### src/rtl/bstp_pkg.sv
`default_nettype none
package bstp_pkg;

   // Test access port controller states, one-hot
   typedef enum logic [15:0] {
      ST_RESET    = 16'h0001,
      ST_IDLE     = 16'h0002,
      ST_SEL_DR   = 16'h0004,
      ST_CAP_DR   = 16'h0008,
      ST_SH_DR    = 16'h0010,
      ST_EX1_DR   = 16'h0020,
      ST_PA_DR    = 16'h0040,
      ST_EX2_DR   = 16'h0080,
      ST_UPD_DR   = 16'h0100,
      ST_SEL_INS  = 16'h0200,
      ST_CAP_INS  = 16'h0400,
      ST_SH_INS   = 16'h0800,
      ST_EX1_INS  = 16'h1000,
      ST_PA_INS   = 16'h2000,
      ST_EX2_INS  = 16'h4000,
      ST_UPD_INS  = 16'h8000
   } bstp_state_e;

   typedef struct packed {
      bstp_state_e st;
   } bstp_fsm_s;

   localparam int unsigned INS_W = 4;
   localparam int unsigned ID_W  = 32;

   localparam logic [INS_W-1:0] OP_DRIVE_CELLS     = 4'h0;
   localparam logic [INS_W-1:0] OP_SAMPLE_PRELOAD  = 4'h1;
   localparam logic [INS_W-1:0] OP_READ_IDENTITY   = 4'h2;
   localparam logic [INS_W-1:0] OP_FLOAT_OUTPUTS   = 4'h3;
   localparam logic [INS_W-1:0] OP_CLAMP           = 4'h8;
   localparam logic [INS_W-1:0] OP_CAPTURE_DEFAULT = 4'hD;
   localparam logic [INS_W-1:0] OP_BYPASS          = 4'hF;
   localparam logic [INS_W-1:0] OP_AFTER_RESET     = OP_READ_IDENTITY;

   // Identification word layout
   localparam int unsigned ID_VER_LSB  = 28;
   localparam int unsigned ID_VER_W    = 4;
   localparam int unsigned ID_PART_LSB = 12;
   localparam int unsigned ID_PART_W   = 16;
   localparam int unsigned ID_VEND_LSB = 1;
   localparam int unsigned ID_VEND_W   = 11;
   localparam logic        ID_PRESENT  = 1'b1;

   localparam logic [1:0]  SYNC_RST_LO = 2'h0;
   localparam logic [1:0]  SYNC_RST_HI = 2'h3;

endpackage : bstp_pkg
`default_nettype wire

### src/rtl/bstp_tap_if.sv
`timescale 1ns/1ps
`default_nettype none
interface bstp_tap_if;
   logic                  tck_rise;
   logic                  tms;
   logic                  tap_rst;
   bstp_pkg::bstp_state_e state;

   modport fsm  (input tck_rise, input tms, input tap_rst, output state);
   modport core (output tck_rise, output tms, output tap_rst, input state);
endinterface : bstp_tap_if
`default_nettype wire

### src/rtl/bstp_tap_fsm.sv
`timescale 1ns/1ps
`default_nettype none
module bstp_tap_fsm (
   input  wire logic mclk_i,
   input  wire logic nrst_i,
   bstp_tap_if.fsm   tap
);
   bstp_pkg::bstp_fsm_s q;
   bstp_pkg::bstp_fsm_s d;

   assign tap.state = q.st;

   always_comb begin
      d = q;
      if (tap.tap_rst) begin
         d.st = bstp_pkg::ST_RESET;
      end else if (tap.tck_rise) begin
         unique case (q.st)
            bstp_pkg::ST_RESET:   d.st = tap.tms ? bstp_pkg::ST_RESET   : bstp_pkg::ST_IDLE;
            bstp_pkg::ST_IDLE:    d.st = tap.tms ? bstp_pkg::ST_SEL_DR  : bstp_pkg::ST_IDLE;
            bstp_pkg::ST_SEL_DR:  d.st = tap.tms ? bstp_pkg::ST_SEL_INS : bstp_pkg::ST_CAP_DR;
            bstp_pkg::ST_CAP_DR:  d.st = tap.tms ? bstp_pkg::ST_EX1_DR  : bstp_pkg::ST_SH_DR;
            bstp_pkg::ST_SH_DR:   d.st = tap.tms ? bstp_pkg::ST_EX1_DR  : bstp_pkg::ST_SH_DR;
            bstp_pkg::ST_EX1_DR:  d.st = tap.tms ? bstp_pkg::ST_UPD_DR  : bstp_pkg::ST_PA_DR;
            bstp_pkg::ST_PA_DR:   d.st = tap.tms ? bstp_pkg::ST_EX2_DR  : bstp_pkg::ST_PA_DR;
            bstp_pkg::ST_EX2_DR:  d.st = tap.tms ? bstp_pkg::ST_UPD_DR  : bstp_pkg::ST_SH_DR;
            bstp_pkg::ST_UPD_DR:  d.st = tap.tms ? bstp_pkg::ST_SEL_DR  : bstp_pkg::ST_IDLE;
            bstp_pkg::ST_SEL_INS: d.st = tap.tms ? bstp_pkg::ST_RESET   : bstp_pkg::ST_CAP_INS;
            bstp_pkg::ST_CAP_INS: d.st = tap.tms ? bstp_pkg::ST_EX1_INS : bstp_pkg::ST_SH_INS;
            bstp_pkg::ST_SH_INS:  d.st = tap.tms ? bstp_pkg::ST_EX1_INS : bstp_pkg::ST_SH_INS;
            bstp_pkg::ST_EX1_INS: d.st = tap.tms ? bstp_pkg::ST_UPD_INS : bstp_pkg::ST_PA_INS;
            bstp_pkg::ST_PA_INS:  d.st = tap.tms ? bstp_pkg::ST_EX2_INS : bstp_pkg::ST_PA_INS;
            bstp_pkg::ST_EX2_INS: d.st = tap.tms ? bstp_pkg::ST_UPD_INS : bstp_pkg::ST_SH_INS;
            bstp_pkg::ST_UPD_INS: d.st = tap.tms ? bstp_pkg::ST_SEL_DR  : bstp_pkg::ST_IDLE;
            default:              d.st = bstp_pkg::ST_RESET;
         endcase
      end
   end

   always_ff @(posedge mclk_i or negedge nrst_i) begin
      if (!nrst_i) begin
         q.st <= bstp_pkg::ST_RESET;
      end else begin
         q <= d;
      end
   end
endmodule : bstp_tap_fsm
`default_nettype wire

### src/rtl/bstp_top.sv
// Operation
// - Code 0000 drives cell contents onto outputs; boundary chain is the path.
// - Code 0001 selects boundary chain and samples inputs and outputs into cells.
// - Code 0001 also lets serial data preload the cells for later driving.
// - Code 0010 loads the 32-bit identity word and selects it as the path.
// - Code 0011 floats every pad output driver and selects the bypass bit.
// - Code 1000 keeps driving cell contents while the bypass bit is the path.
// - Capture of the instruction path always loads code 1101, low bits 01.
// - Code 1111 shortens the serial path to the single bypass bit.
// - Identity word: version 31:28, part 27:12, vendor 11:1, bit 0 set.
// - Cells cover all pin inputs and all pad data outputs; the pad enable and serial out have none.
// - Test logic resets itself at power up; test reset input is optional.
`timescale 1ns/1ps
`default_nettype none
module bstp_top #(
   parameter int unsigned         N_IN       = 8,
   parameter int unsigned         N_OUT      = 8,
   parameter logic [3:0]          ID_VERSION = 4'h1,     // Arbitrary value
   parameter logic [15:0]         ID_PART    = 16'hA5C1, // Arbitrary value
   parameter logic [10:0]         ID_VENDOR  = 11'h4B5   // Arbitrary value
) (
   input  wire logic              mclk_i,
   input  wire logic              nrst_i,
   input  wire logic              tck_i,
   input  wire logic              tms_i,
   input  wire logic              tdi_i,
   input  wire logic              trst_n_i,
   output logic                   tdo_o,
   output logic                   tdo_oe_o,
   input  wire logic [N_IN-1:0]   pin_in_i,
   input  wire logic [N_OUT-1:0]  core_out_i,
   input  wire logic              core_oe_i,
   output logic      [N_OUT-1:0]  pad_out_o,
   output logic                   pad_oe_o
);
   localparam int unsigned N_BC = N_IN + N_OUT;
   localparam int unsigned INW  = bstp_pkg::INS_W;
   localparam int unsigned IDW  = bstp_pkg::ID_W;

   typedef struct packed {
      logic [1:0]         tck_s;
      logic [1:0]         tms_s;
      logic [1:0]         tdi_s;
      logic [1:0]         trst_s;
      logic [N_IN-1:0]    pin_s1;
      logic [N_IN-1:0]    pin_s2;
      logic               tck_prev;
      logic [INW-1:0]     ins_sr;
      logic [INW-1:0]     ins_q;
      logic               byp;
      logic [IDW-1:0]     id_sr;
      logic [N_BC-1:0]    bc_sr;
      logic [N_BC-1:0]    bc_upd;
      logic               tdo;
      logic               tdo_oe;
      logic [N_OUT-1:0]   pad_out;
      logic               pad_oe;
   } bstp_core_s;

   localparam logic [IDW-1:0] ID_WORD = {ID_VERSION, ID_PART, ID_VENDOR,
                                         bstp_pkg::ID_PRESENT};

   // Reserved codes fall back to the bypass bit
   function automatic logic sel_boundary(input logic [INW-1:0] ins);
      sel_boundary = (ins == bstp_pkg::OP_DRIVE_CELLS) ||
                     (ins == bstp_pkg::OP_SAMPLE_PRELOAD);
   endfunction : sel_boundary

   function automatic logic sel_identity(input logic [INW-1:0] ins);
      sel_identity = (ins == bstp_pkg::OP_READ_IDENTITY);
   endfunction : sel_identity

   function automatic logic drives_cells(input logic [INW-1:0] ins);
      drives_cells = (ins == bstp_pkg::OP_DRIVE_CELLS) || (ins == bstp_pkg::OP_CLAMP);
   endfunction : drives_cells

   bstp_core_s q;
   bstp_core_s d;

   bstp_tap_if tap_bus ();

   bstp_tap_fsm u_fsm (
      .mclk_i (mclk_i),
      .nrst_i (nrst_i),
      .tap    (tap_bus)
   );

   logic tck_rise;
   logic tck_fall;
   logic tdi_v;
   bstp_pkg::bstp_state_e st;

   assign tck_rise         = q.tck_s[1] && !q.tck_prev;
   assign tck_fall         = !q.tck_s[1] && q.tck_prev;
   assign tdi_v            = q.tdi_s[1];
   assign st               = tap_bus.state;
   assign tap_bus.tck_rise = tck_rise;
   assign tap_bus.tms      = q.tms_s[1];
   assign tap_bus.tap_rst  = !q.trst_s[1];

   always_comb begin
      d          = q;
      d.tck_s    = {q.tck_s[0], tck_i};
      d.tms_s    = {q.tms_s[0], tms_i};
      d.tdi_s    = {q.tdi_s[0], tdi_i};
      d.trst_s   = {q.trst_s[0], trst_n_i};
      d.pin_s1   = pin_in_i;
      d.pin_s2   = q.pin_s1;
      d.tck_prev = q.tck_s[1];

      if (tck_rise) begin
         unique case (st)
            bstp_pkg::ST_RESET: begin
               d.ins_q = bstp_pkg::OP_AFTER_RESET;
            end
            bstp_pkg::ST_CAP_INS: begin
               d.ins_sr = bstp_pkg::OP_CAPTURE_DEFAULT;
            end
            bstp_pkg::ST_SH_INS: begin
               d.ins_sr = {tdi_v, q.ins_sr[INW-1:1]};
            end
            bstp_pkg::ST_UPD_INS: begin
               d.ins_q = q.ins_sr;
            end
            bstp_pkg::ST_CAP_DR: begin
               if (sel_boundary(q.ins_q)) begin
                  d.bc_sr = {q.pad_out, q.pin_s2};
               end else if (sel_identity(q.ins_q)) begin
                  d.id_sr = ID_WORD;
               end else begin
                  d.byp = 1'b0;
               end
            end
            bstp_pkg::ST_SH_DR: begin
               if (sel_boundary(q.ins_q)) begin
                  d.bc_sr = {tdi_v, q.bc_sr[N_BC-1:1]};
               end else if (sel_identity(q.ins_q)) begin
                  d.id_sr = {tdi_v, q.id_sr[IDW-1:1]};
               end else begin
                  d.byp = tdi_v;
               end
            end
            bstp_pkg::ST_UPD_DR: begin
               if (sel_boundary(q.ins_q)) begin
                  d.bc_upd = q.bc_sr;
               end
            end
            default: begin
            end
         endcase
      end

      // Serial out moves on the falling edge so the far end samples a settled bit
      if (tck_fall) begin
         d.tdo_oe = (st == bstp_pkg::ST_SH_DR) || (st == bstp_pkg::ST_SH_INS);
         if (st == bstp_pkg::ST_SH_INS) begin
            d.tdo = q.ins_sr[0];
         end else if (sel_boundary(q.ins_q)) begin
            d.tdo = q.bc_sr[0];
         end else if (sel_identity(q.ins_q)) begin
            d.tdo = q.id_sr[0];
         end else begin
            d.tdo = q.byp;
         end
      end

      // Registered pad drive costs one cycle on the functional path
      if (q.ins_q == bstp_pkg::OP_FLOAT_OUTPUTS) begin
         d.pad_out = core_out_i;
         d.pad_oe  = 1'b0;
      end else if (drives_cells(q.ins_q)) begin
         d.pad_out = q.bc_upd[N_BC-1:N_IN];
         d.pad_oe  = 1'b1;
      end else begin
         d.pad_out = core_out_i;
         d.pad_oe  = core_oe_i;
      end
   end

   always_ff @(posedge mclk_i or negedge nrst_i) begin
      if (!nrst_i) begin
         q.tck_s    <= bstp_pkg::SYNC_RST_LO;
         q.tms_s    <= bstp_pkg::SYNC_RST_HI;
         q.tdi_s    <= bstp_pkg::SYNC_RST_HI;
         q.trst_s   <= bstp_pkg::SYNC_RST_HI;
         q.pin_s1   <= '0;
         q.pin_s2   <= '0;
         q.tck_prev <= 1'b0;
         q.ins_sr   <= bstp_pkg::OP_CAPTURE_DEFAULT;
         q.ins_q    <= bstp_pkg::OP_AFTER_RESET;
         q.byp      <= 1'b0;
         q.id_sr    <= '0;
         q.bc_sr    <= '0;
         q.bc_upd   <= '0;
         q.tdo      <= 1'b0;
         q.tdo_oe   <= 1'b0;
         q.pad_out  <= '0;
         q.pad_oe   <= 1'b0;
      end else begin
         q <= d;
      end
   end

   assign tdo_o     = q.tdo;
   assign tdo_oe_o  = q.tdo_oe;
   assign pad_out_o = q.pad_out;
   assign pad_oe_o  = q.pad_oe;
endmodule : bstp_top
`default_nettype wire

### config.mk
export PLATFORM = sky130hd
export DESIGN_NAME = bstp_top
export DESIGN_NICKNAME = d
export VERILOG_FILES = /design/src/rtl/bstp_pkg.sv /design/src/rtl/bstp_tap_if.sv /design/src/rtl/bstp_tap_fsm.sv /design/src/rtl/bstp_top.sv
export SDC_FILE = /design/constraint.sdc
export NUM_CORES = 1
export LEC_CHECK = 0
export BUFFER_PORTS_ARGS = -buffer_cell sky130_fd_sc_hd__clkbuf_2
export CORE_MARGIN = 3
export CORE_UTILIZATION = 50
export DETAILED_ROUTE_END_ITERATION = 10
export GPL_ROUTABILITY_DRIVEN = 1
export GPL_TIMING_DRIVEN = 0
export HOLD_SLACK_MARGIN = 0.03
export PLACE_DENSITY = 0.8
export SYNTH_ARGS = -nofsm -noshare
export SYNTH_HDL_FRONTEND = slang
export SYNTH_HIERARCHICAL = 1
export SYNTH_SLANG_ARGS = --single-unit
### constraint.sdc
create_clock -name mclk_i -period 2 [get_ports mclk_i]
set_input_delay 0.1 -clock mclk_i [delete_from_list [all_inputs] [get_ports mclk_i]]
set_output_delay 0.1 -clock mclk_i [all_outputs]
set_load 0.02 [all_outputs]
## Yosys cells after proc, flatten, opt, wreduce, memory -nomap -nowiden

Cells that the tools add are included.
Widths: inputs -> output; s select.

| word-level totals | value |
|---|---|
| flip-flop bits (word level) | 125 |
| input bits | 23 |
| output and inout bits | 11 |
| logic and storage cells | 98 |

| cells by class | value |
|---|---|
| eq/ne operators | 29 |
| muxes and demuxes | 31 |
| reduce and logical (&&, ||, !) cells | 20 |

Operators by type and width:

| operator | number |
|---|---|
| $pmux 16 s12 | 1 |
| $pmux 49 s2 | 1 |
| $mux 16 | 6 |
| $mux 33 | 2 |
| $mux 32 | 2 |
| $mux 9 | 4 |
| $eq 16x1->1 const B | 1 |
| $eq 16x10->1 const B | 1 |
| $eq 16x11->1 const B | 1 |
| $eq 16x12->1 const B | 1 |
| $eq 16x13->1 const B | 1 |
| $eq 16x14->1 const B | 1 |
| $eq 16x15->1 const B | 1 |
| $eq 16x16->1 const B | 1 |
| $eq 16x2->1 const B | 1 |
| $eq 16x3->1 const B | 1 |
| $eq 16x4->1 const B | 1 |
| $eq 16x5->1 const B | 1 |
| $eq 16x6->1 const B | 1 |
| $eq 16x7->1 const B | 1 |
| $eq 16x8->1 const B | 1 |
| $eq 16x9->1 const B | 1 |
| $ne 2x2->1 const B | 8 |
| $pmux 4 s2 | 2 |
| 24 further kinds | 38 |

## Logic depth before layout (Yosys ltp)

Gate-level depths: netlist (run 1).

| depth | value |
|---|---|
| word-level depth | 5 |
| depth in mapped cells | 6 |
| depth with buffers taken out | 5 |

## Hierarchy

The synthesis (run 1) kept the hierarchy.

Modules (own cells, without submodules):

| module | instances | cells each | area each (um2) | sequential area each (um2) |
|---|---|---|---|---|
| bstp_top | 1 | 326 | 4,324.1 | 2,539.9 |
| bstp_tap_fsm | 1 | 133 | 1,119.8 | 401.6 |

## Worst setup path after synthesis (run 1)

No wires, ideal clock.

| timing | value |
|---|---|
| path type | flip-flop to flip-flop |
| from | register, netlist name u_fsm/tap.state[9] |
| to | register q[19] (netlist name) |
| setup time | 0.125 ns |
| arrival time | 1.884 ns |
| data required time | 1.875 ns |
| slack | -0.008 ns |
| stages on the path, launching flop included | 4 |
| path buffers | 0 |
| clock period less this slack | 2.008 ns |
| cell sequence | dfrtp_1 > or4b_2 > nor4_4 > mux2_2 |

| between the ends | value |
|---|---|
| longest elaborated chain between the ends | 2 |

Ends and longest elaborated chain:

| element | RTL line | RTL |
|---|---|---|
| $eq 16x9->1 | bstp_top.sv:112 | `unique case (st)` |
| $reduce_and 3->1 (no source line) | - |  |
| end, declared | bstp_top.sv:77 | `bstp_core_s q;` |

Every way passes these cells.
A chain may end at the register's enable or synchronous reset.

## Worst setup path in the final report (run 1)

| timing | value |
|---|---|
| from | register, netlist name u_fsm/tap.state[5] |
| to | register q[36] (netlist name) |

| between the ends | value |
|---|---|
| longest elaborated chain between the ends | 3 |
| elaborated cells between the ends (all ways) | 7 |
| those cells by class | 4 x eq/ne; 1 x mux; 2 x reduce/logical |

Ends and longest elaborated chain:

| element | RTL line |
|---|---|
| $eq 16x4->1 or $eq 16x5->1 (tied branches) | bstp_top.sv:112 |
| $ne 2x2->1 (no source line) or $reduce_bool 2->1 (tied branches) | - |
| $reduce_and 4->1 (no source line) | - |

Parallel ways exist; a longest one is shown, timed or not.

==> out/metrics.yaml, run 1 <==
drtAntennaViolNets: 0
yosys_register_bits: 117
core_area_mm2: 0.0105
nets: 588
start_util: 0.520
clkLatencyLatePin_ns: 0.52
drive_gt1_frac: 0.434
chipWidth_um: 110
path_clk_slew_ns: 0.06
drt_iter0_markers: 316
viasPerCell: 5.62
grt_overflow: 0
grt_pass1_vias: 3822
drv_cap: 0
antennaDiodeCount: 0
status: "finished, violations left"
netlist_top_cells_area: "dfrtp_1 49%, mux2_2 14%, dfstp_2 5.3%"
skew_ns: 0.0121
timing.final.ws_setup_ns: -0.250
grt_start_max_net_pins: 118
gp_congestion: 0.848
syn-num-nets: 482
synthArstFlopShare: 1.00
cp_max_fo: 5
cts_sinks: 117
worstPathArrival_ns: 2.65
avgSynthCellArea_um2: 11.9
wire_per_inst_um: 19.3
cts_buffer_depth: 2
wl_um: 13800
hold_viol: 0
power.leakage_nw: 3.32
ys.flop_type: "dfrtp_1"
finalSetupViolations: 57
dp_hpwl_um: 6620
grt_use_total: 0.200
fin_crit_ns: 2.25
portBuffers: 33
synth_top_cell_by_area: "dfrtp_1"
cts_made_buffers: 17
yosys_warnings: 6
hold_ws_ns: 0.216
ir_worst_vdd_v: 0.000540
num_rows: 37
violations: "negative setup slack"
pwr-share-clk: 0.538
die_h_um: 110
synth_top_area_share: 0.487
hp-class: "input port to flip-flop"
p_int_mw: 4.46
fmax_mhz: 444
grt_pass1_wl_um: 18700
htree_num_levels: 4
share_comb_of_total_power: 0.043
ios: 34
netlist_area_mm2: 0.00544
final_common_cell: "dfrtp_1"
relSlewSlack: 0.397
netSwitchingFraction: 0.237
synth_edf_count: 0
period_share: 1.13
drc: 0
path_class: "flip-flop to flip-flop"
die_area_mm2: 0.0122
power_frac_seq: 0.419
final_cell_mix: "96 x dfrtp_1, 52 x nor2_1, 37 x mux2_4, 37 x clkbuf_2, 35 x mux2_2"
p_sw_mw: 1.39
maxSlewViolCount: 0
power_density_mw_per_mm2: 796
ys_seq_area_frac: 0.540
synth_cell_types: 57
cts_tree: "yes"
synth_cells: 459
cts_root_buf: "clkbuf_8"
grt_setup_unrepaired: "true"
end_kind: "flip-flop"
first_pass_iters: 4
worst_slew_pin_slew_ns: 0.905
required_ns: 2.40
dr_total_vias: 4015
antenna_found_initial: 0
finalPower_mw: 5.85
start_kind: "flip-flop"
synthToLayoutAreaGrowth_pct: 35.0
==> routing by layer <==
layer	global-route usage	wire (um)
met5	0	0
met4	0.0809	412
met3	0.0431	616
met2	0.318	7020
met1	0.269	5720
==> critical path: stages, from the launching register on <==
cell,delay [ns]
dfrtp_1,0.43
buf_4,0.17
nor4_4,0.33
buf_4,0.19
nand4_4,0.21
buf_8,0.22
mux2_4,0.31
mux2_2,0.27
==> power groups by stage <==
| stage | Sequential [mW] | Clock [mW] | Combinational, mW |
|---|---|---|---|
| after floorplan | 2.48 | 0 | 0.0950 |
| after global placement | 2.48 | 0 | 0.194 |
| after detailed placement | 2.48 | 0 | 0.199 |
| after CTS | 2.44 | 3.14 | 0.238 |
| after global routing | 2.45 | 3.29 | 0.277 |
| final | 2.45 | 3.15 | 0.252 |
==> synth_stat cells, types with 2 or more instances <==
cell,instances
dfrtp_1,106
or4_1,2
buf_4,11
xor2_1,6
xnor2_1,4
buf_2,2
nor3_2,2
nand4_1,11
nor2b_1,2
nor3b_1,2
clkbuf_1,11
nand3_1,4
a22oi_1,4
or3_1,2
mux2_2,70
dfstp_2,11
nor4_2,2
nor4_4,4
nor4_1,7
nor3_1,4
inv_1,29
or4b_2,2
or4_4,2
buf_6,4
o21ai_0,9
a21oi_1,11
nor4b_1,7
nand2_1,26
and3_1,3
nor2_1,54
mux2i_1,19
==> area by class of cell <==
class | count | area, um2
Inverter | 30 | 113
Sequential cell | 117 | 2950
Clock inverter | 15 | 191
Timing Repair Buffer | 87 | 757
Tap cell | 136 | 170
Multi-Input combinational cell | 284 | 2510
Buffer | 28 | 236
Clock buffer | 17 | 414
Fill cell | 681 | 3110
==> worst paths after layout <==
check / start / end / slack, ns / cells past startpoint
max in group asynchronous: nrst_i / u_fsm/tap.state[2]$_DFFE_PN0P_ / 1.06 / 2
setup reg to reg: u_fsm/tap.state[5]$_DFFE_PN0P_ / q[36]$_DFFE_PN0P_ / -0.25 / 7
hold reg to reg: d[88]$_DFF_PN0_ / q[88]$_DFF_PN0_ / 0.35 / 0
hold / removal: tms_i / d[106]$_DFF_PN1_ / 0.22 / 2
setup / recovery: u_fsm/tap.state[5]$_DFFE_PN0P_ / q[36]$_DFFE_PN0P_ / -0.25 / 7
min in group asynchronous: nrst_i / q[79]$_DFFE_PN0P_ / 0.26 / 2
==> cells by family after synthesis <==
family / Yosys count / share of synthesized area
compound gates: 34 / 0.0384
xor+xnor: 10 / 0.0161
buf+inv: 58 / 0.0535
flops: 117 / 0.540
mux: 91 / 0.185
simple gates: 149 / 0.167
==> what timing repair did <==
| item | in CTS | in global routing |
|---|---|---|
| pin swaps | 11 | 16 |
| setup buffers | 18 | 9 |
| cloned | 1 | 4 |
| hold buffers | 22 | 0 |
| resized for setup | 26 | 99 |
| endpoints found under the setup margin | 64 | 68 |
| endpoints found under the hold margin | 127 | 0 |
==> flip-flops by register name (all words and copies together), names as in the netlist <==
register / flops
d: 13
pad_oe_o: 1
pad_out_o: 8
q: 77
tdo_o: 1
tdo_oe_o: 1
u_fsm/tap.state: 16
==> metrics by stage <==
step,cell area (um2),utilization,std cells,setup TNS [ns],setup WS (ns)
2_1_floorplan,5450,-,459,-0.00195,-0.000488
3_3_place_gp,5780,0.553,628,-96.10,-1.01
3_5_place_dp,5790,0.554,628,-13.33,-0.323
4_1_cts,6860,0.655,701,0,0.00588
5_1_grt,7350,0.702,714,-10.32,-0.290
6_report,7350,0.702,714,-7.31,-0.250
Note: power is estimated with default switching activity, not from simulation.
==> inputs of run 2 (changes only) <==
--- a/config.mk
+++ b/config.mk
@@ -6,6 +6,7 @@
 export NUM_CORES = 1
 export LEC_CHECK = 0
 export BUFFER_PORTS_ARGS = -buffer_cell sky130_fd_sc_hd__clkbuf_2
+export CORE_ASPECT_RATIO = 1.25
 export CORE_MARGIN = 3
 export CORE_UTILIZATION = 50
 export DETAILED_ROUTE_END_ITERATION = 10
==> run 2 against run 1 <==
Critical path depth shrank 1. Register-to-register slack gained 0.06 ns. Power down 6.7%. Utilization fell by 0.55 points. Sequential share of layout area rose by 0.68 points. Largest cell class unchanged. Sequential cell count unchanged. Via count rose by 1.1%. The run still ends with negative setup slack left. Global-route usage rose by 0.76 points. Count of clock-buffer cells in the layout rose by 1. Critical path type unchanged. Die area barely moved. Critical endpoint is now q[30]$_DFFE_PN0P_.
==> out/metrics.yaml, run 2 (synthesized netlist as in run 1, its figures left out) <==
dp_hpwl_um: 6930  # +4.6%
grt_start_max_net_pins: 118  # unchanged
fin_crit_ns: 2.19  # -0.0562 ns
required_ns: 2.29  # -0.11 ns
drtAntennaViolNets: 0  # unchanged
ios: 34  # unchanged
timing.final.ws_setup_ns: -0.194  # +0.0562 ns
die_h_um: 123  # +11%
htree_num_levels: 4  # unchanged
maxSlewViolCount: 0  # unchanged
period_share: 1.10  # -0.0281
power.leakage_nw: 3.29  # -0.92%
violations: "negative setup slack"
drv_cap: 0  # unchanged
wl_met1_um: 5180  # -9.4%
relSlewSlack: 0.385  # -0.0112
die_area_mm2: 0.0122  # about the same
finalSetupViolations: 40  # -30%
start_util: 0.525  # +0.00503
num_rows: 41  # +11%
clkLatencyLatePin_ns: 0.41  # -0.11 ns
antennaDiodeCount: 0  # unchanged
hp-class: "input port to flip-flop"
cp_max_fo: 10  # +5
fill_cells: 687  # +0.88%
final_cell_mix: "98 x dfrtp_1, 52 x nor2_1, 39 x mux2_2, 37 x clkbuf_2, 35 x buf_4"
grt_pass1_wl_um: 19700  # +5.6%
worst_slew_pin_slew_ns: 0.922  # +0.0169 ns
met3_length_um: 720  # +17%
grt_pass1_vias: 4042  # +5.8%
path_class: "flip-flop to flip-flop"
start_kind: "flip-flop"
cts_tree: "yes"
status: "finished, violations left"
viasPerCell: 5.70  # +1.3%
synthToLayoutAreaGrowth_pct: 32.6
wl_um: 13300  # -3.5%
final_util: 0.697  # -0.00553
final_common_cell: "dfrtp_1"
cts_root_buf: "clkbuf_16"
cts_sinks: 117  # unchanged
wl_met2_um: 6910  # -1.6%
startpoint: "u_fsm/tap.state[2]$_DFFE_PN0P_"
wire_per_inst_um: 18.6  # -3.3%
antenna_found_initial: 0  # unchanged
finalPower_mw: 5.45  # -6.7%
hold_viol: 0  # unchanged
core_area_mm2: 0.0104  # -0.96%
cts_buffer_depth: 2  # unchanged
highest_layer: "met4"
largest_register_ff_count: 77  # unchanged
path_clk_slew_ns: 0.06  # about the same
gp_congestion: 0.849  # +0.11%
drive_gt1_frac: 0.442  # +0.00752
grt_overflow: 0  # unchanged
dr_total_vias: 4061  # +1.1%
hold_start: "tdi_i"
cts_made_buffers: 17  # unchanged
first_pass_iters: 5  # +1
fmax_mhz: 456  # +2.6%
nets: 594  # +1.0%
hold_ws_ns: 0.315  # +0.0994 ns
chipWidth_um: 99.3  # -10%
worstPathArrival_ns: 2.49  # -0.16 ns
ir_worst_vdd_v: 0.000616  # +14%
skew_ns: 0.00633  # -0.00579 ns
drt_iter0_markers: 307  # -2.8%
end_kind: "flip-flop"
portBuffers: 33  # unchanged
grt_use_total: 0.208  # +0.00757
grt_setup_unrepaired: "true"
rr_startpoint: "u_fsm/tap.state[2]$_DFFE_PN0P_"
drc: 0  # unchanged
power_density_mw_per_mm2: 755  # -5.1%
largest_register: "q"
-- run 2: changes by cell type in the layout (fill, tap and decap cells not counted), sizes merged --
cell | before | now
buf | 48 | 56
inv | 36 | 32
clkinvlp | 2 | 4
bufinv | 3 | 0
clkbuf | 62 | 61
clkinv | 4 | 8
-- run 2: final cells by class --
class / count / area [um2] / area share
Inverter: 30 / 113 / 0.0156
Clock buffer: 18 / 439 / 0.0608
Multi-Input combinational cell: 284 / 2500 / 0.346
Clock inverter: 14 / 103 / 0.0142
Buffer: 28 / 219 / 0.0303
Timing Repair Buffer: 93 / 737 / 0.102
Tap cell: 129 / 161 / 0.0224
Sequential cell: 117 / 2950 / 0.409
-- run 2: final timing paths --
kind / endpoint / slack, ns / depth (start not counted)
worst max-delay path: q[30]$_DFFE_PN0P_ / -0.19 / 6
worst min-delay path: d[104]$_DFF_PN1_ / 0.32 / 2
worst max register to register: q[30]$_DFFE_PN0P_ / -0.19 / 6
worst min register to register: q[86]$_DFF_PN0_ / 0.35 / 0
max in group asynchronous: u_fsm/tap.state[3]$_DFFE_PN0P_ / 0.92 / 2
min in group asynchronous: pad_oe_o$_DFF_PN0_ / 0.38 / 2
-- run 2: layer usage --
layer / GRT usage / vias up
li1: - / 1821
met1: 0.248 / 2027
met2: 0.343 / 163
met3: 0.0546 / 50
met4: 0.111 / 0
met5: 0 / -
-- run 2: per-stage QoR --
step	cells	setup WS (ns)	instance area [um2]	TNS, ns
6_report	713	-0.194	7220	-2.82
5_1_grt	713	-0.226	7220	-5.71
4_1_cts	696	-0.0362	6800	-0.232
3_5_place_dp	621	-0.350	5780	-15.50
3_3_place_gp	621	-1.05	5770	-99.32
2_1_floorplan	459	-0.000488	5450	-0.00195
-- run 2: power by group --
| part | switching [mW] | internal [mW] |
|---|---|---|
| Combinational | 0.139 | 0.113 |
| Sequential | 0.0313 | 2.42 |
| Clock | 1.13 | 1.62 |
-- run 2: timing repair --
action,4_1_cts,5_1_grt
endpoints found under the hold margin,127,0
endpoints found under the setup margin,71,64
buffers inserted,20,17
gates resized for setup,26,84
hold buffers,22,0
gates cloned,1,1
pin swaps,11,11
-- run 2: critical path: stages, from the launching register on --
cell and delay, ns:
dfrtp_2 0.48, buf_4 0.16, nor4b_2 0.41, nand4_4 0.23, buf_6 0.21, mux2_2 0.30, mux2_4 0.27
==> inputs of run 3 (changes only) <==
--- a/config.mk
+++ b/config.mk
@@ -8,12 +8,12 @@
 export BUFFER_PORTS_ARGS = -buffer_cell sky130_fd_sc_hd__clkbuf_2
 export CORE_ASPECT_RATIO = 1.25
 export CORE_MARGIN = 3
-export CORE_UTILIZATION = 50
+export CORE_UTILIZATION = 40
 export DETAILED_ROUTE_END_ITERATION = 10
 export GPL_ROUTABILITY_DRIVEN = 1
 export GPL_TIMING_DRIVEN = 0
 export HOLD_SLACK_MARGIN = 0.03
-export PLACE_DENSITY = 0.8
+export PLACE_DENSITY = 0.69
 export SYNTH_ARGS = -nofsm -noshare
 export SYNTH_HDL_FRONTEND = slang
 export SYNTH_HIERARCHICAL = 1
==> run 3 against run 2 <==
The run still ends with negative setup slack left. Cell area up 2.1%. Power is 5.8% higher. First-iteration DRC count down 13%. Sequential power about the same. Hold slack worse by 0.19 ns. Global-route usage shrank 4.1 points. Critical endpoint is now q[28]$_DFFE_PN0P_. Largest power group unchanged. Highest routed layer unchanged.
==> out/metrics.yaml, run 3 (synthesized netlist as in run 1, its figures left out) <==
finalPower_mw: 5.77  # +5.8%
fmax_mhz: 497  # +9.0%
grt.met3_usage: 0.0399  # -0.0147
antennaDiodeCount: 0  # unchanged
drv_cap: 0  # unchanged
htree_num_levels: 4  # unchanged
core_area_mm2: 0.0133  # +28%
final_cell_mix: "97 x dfrtp_1, 52 x nor2_1, 41 x mux2_4, 38 x clkbuf_2, 36 x buf_4"
clkLatencyLatePin_ns: 0.41  # about the same
fill_cells: 1077  # +57%
path_clk_slew_ns: 0.05  # about the same
cts_tree: "yes"
drtAntennaViolNets: 0  # unchanged
drc: 0  # unchanged
die_h_um: 136  # +11%
num_rows: 47  # +15%
status: "finished, violations left"
period_share: 1.01  # -0.0902
cts_root_buf: "clkbuf_16"
synthToLayoutAreaGrowth_pct: 35.4
dr_total_vias: 3949  # -2.8%
end_kind: "flip-flop"
required_ns: 2.29  # about the same
dp_hpwl_um: 7230  # +4.4%
worst_slew_pin_slew_ns: 0.755  # -0.166 ns
cts_buffer_depth: 2  # unchanged
grt_pass1_vias: 3983  # -1.5%
wl_um: 12400  # -6.9%
viasPerCell: 5.21  # -8.5%
final_util: 0.555  # -0.142
rr_startpoint: "u_fsm/tap.state[15]$_DFFE_PN0P_"
antenna_found_initial: 0  # unchanged
grt_overflow: 0  # unchanged
grt_start_max_net_pins: 103  # -13%
first_pass_iters: 4  # -1
hold_viol: 0  # unchanged
ir_worst_vdd_v: 0.000420  # -32%
grt_setup_unrepaired: "true"
chipWidth_um: 110  # +11%
violations: "negative setup slack"
worstPathArrival_ns: 2.31  # -0.18 ns
grt_pass1_wl_um: 19400  # -1.7%
largest_register: "q"
fin_crit_ns: 2.01  # -0.180 ns
grt_busiest_layer: "met2"
ios: 34  # unchanged
start_util: 0.410  # -0.116
finalSetupViolations: 2  # -95%
power.leakage_nw: 3.33  # +1.0%
drt_iter0_markers: 267  # -13%
nets: 597  # +0.51%
grt_use_met1: 0.208  # -0.0403
r2r_cells: 6  # unchanged
startpoint: "u_fsm/tap.state[15]$_DFFE_PN0P_"
die_area_mm2: 0.0151  # +24%
setup_tns_ns: -0.0199  # +2.80 ns
gp_congestion: 0.895  # +5.4%
skew_ns: 0.00856  # +0.00223 ns
grt_use_total: 0.166  # -0.0414
cts_sinks: 117  # unchanged
drive_gt1_frac: 0.445  # +0.00285
use_met2: 0.271  # -0.0727
final_common_cell: "dfrtp_1"
maxSlewViolCount: 0  # unchanged
hp-class: "input port to asynchronous set/reset pin"
power_density_mw_per_mm2: 783  # +3.7%
largest_register_ff_count: 77  # unchanged
start_kind: "flip-flop"
wire_per_inst_um: 16.3  # -12%
relSlewSlack: 0.494  # +0.108
timing.final.ws_setup_ns: -0.0138  # +0.180 ns
cts_made_buffers: 17  # unchanged
portBuffers: 33  # unchanged
cp_max_fo: 5  # -5
path_class: "flip-flop to flip-flop"
-- run 3: cell count changes in the layout (fill, tap and decap cells not counted), moves of 3 or more --
cell,delta
clkinv_2,-3
mux2_4,+8
inv_6,+4
mux2_2,-8
buf_6,+4
buf_8,-3
-- run 3: metal layers --
layer	up-vias	wire length (um)
met5	-	0
met4	0	293
met3	24	373
met2	85	6330
met1	2013	5370
li1	1827	-
-- run 3: area by class of cell --
class | instances | area, um2 | share of cell area
Sequential cell | 117 | 2950 | 0.401
Tap cell | 171 | 214 | 0.0290
Buffer | 28 | 223 | 0.0302
Clock inverter | 14 | 163 | 0.0221
Clock buffer | 18 | 439 | 0.0596
Inverter | 30 | 116 | 0.0158
Multi-Input combinational cell | 284 | 2490 | 0.339
Timing Repair Buffer | 96 | 767 | 0.104
-- run 3: timing repair --
item / 4_1_cts / 5_1_grt
hold endpoints to repair: 132 / 0
endpoints found under the setup margin: 73 / 67
gates cloned: 2 / 1
setup buffers: 23 / 15
hold buffers: 22 / 0
pin swaps: 14 / 16
resized for setup: 35 / 81
-- run 3: through the flow --
stage | setup WS (ns) | std cells | cell area (um2) | hold WS [ns]
after floorplan | -0.000488 | 459 | 5450 | -0.196
after global placement | -1.11 | 663 | 5830 | 0.189
after detailed placement | -0.358 | 664 | 5860 | -0.0307
after CTS | -0.0225 | 742 | 6990 | 0.110
after global routing | -0.102 | 758 | 7370 | 0.118
final | -0.0138 | 758 | 7370 | 0.124
-- run 3: where the power goes --
part           switching (mW)  leakage [nW]  internal, mW  total (mW)
Combinational           0.140          1.52         0.120       0.260
Clock                    1.16         0.295          1.90        3.07
Sequential             0.0281          1.51          2.42        2.44
Total                    1.33          3.33          4.44        5.77
-- run 3: critical path: stages (launching register included) --
cell,delay [ns]
dfrtp_1,0.42
nor4_4,0.40
buf_4,0.19
nand4_4,0.14
buf_2,0.21
mux2_2,0.28
mux2_4,0.26
-- run 3: worst paths after layout --
check | slack, ns | end
min in group mclk_i | 0.32 | d[104]$_DFF_PN1_
max reg2reg | -0.01 | q[28]$_DFFE_PN0P_
min | 0.12 | u_fsm/tap.state[14]$_DFFE_PN0P_
min reg2reg | 0.35 | q[85]$_DFF_PN0_
max | -0.01 | q[28]$_DFFE_PN0P_
max in group asynchronous | 1.14 | u_fsm/tap.state[5]$_DFFE_PN0P_
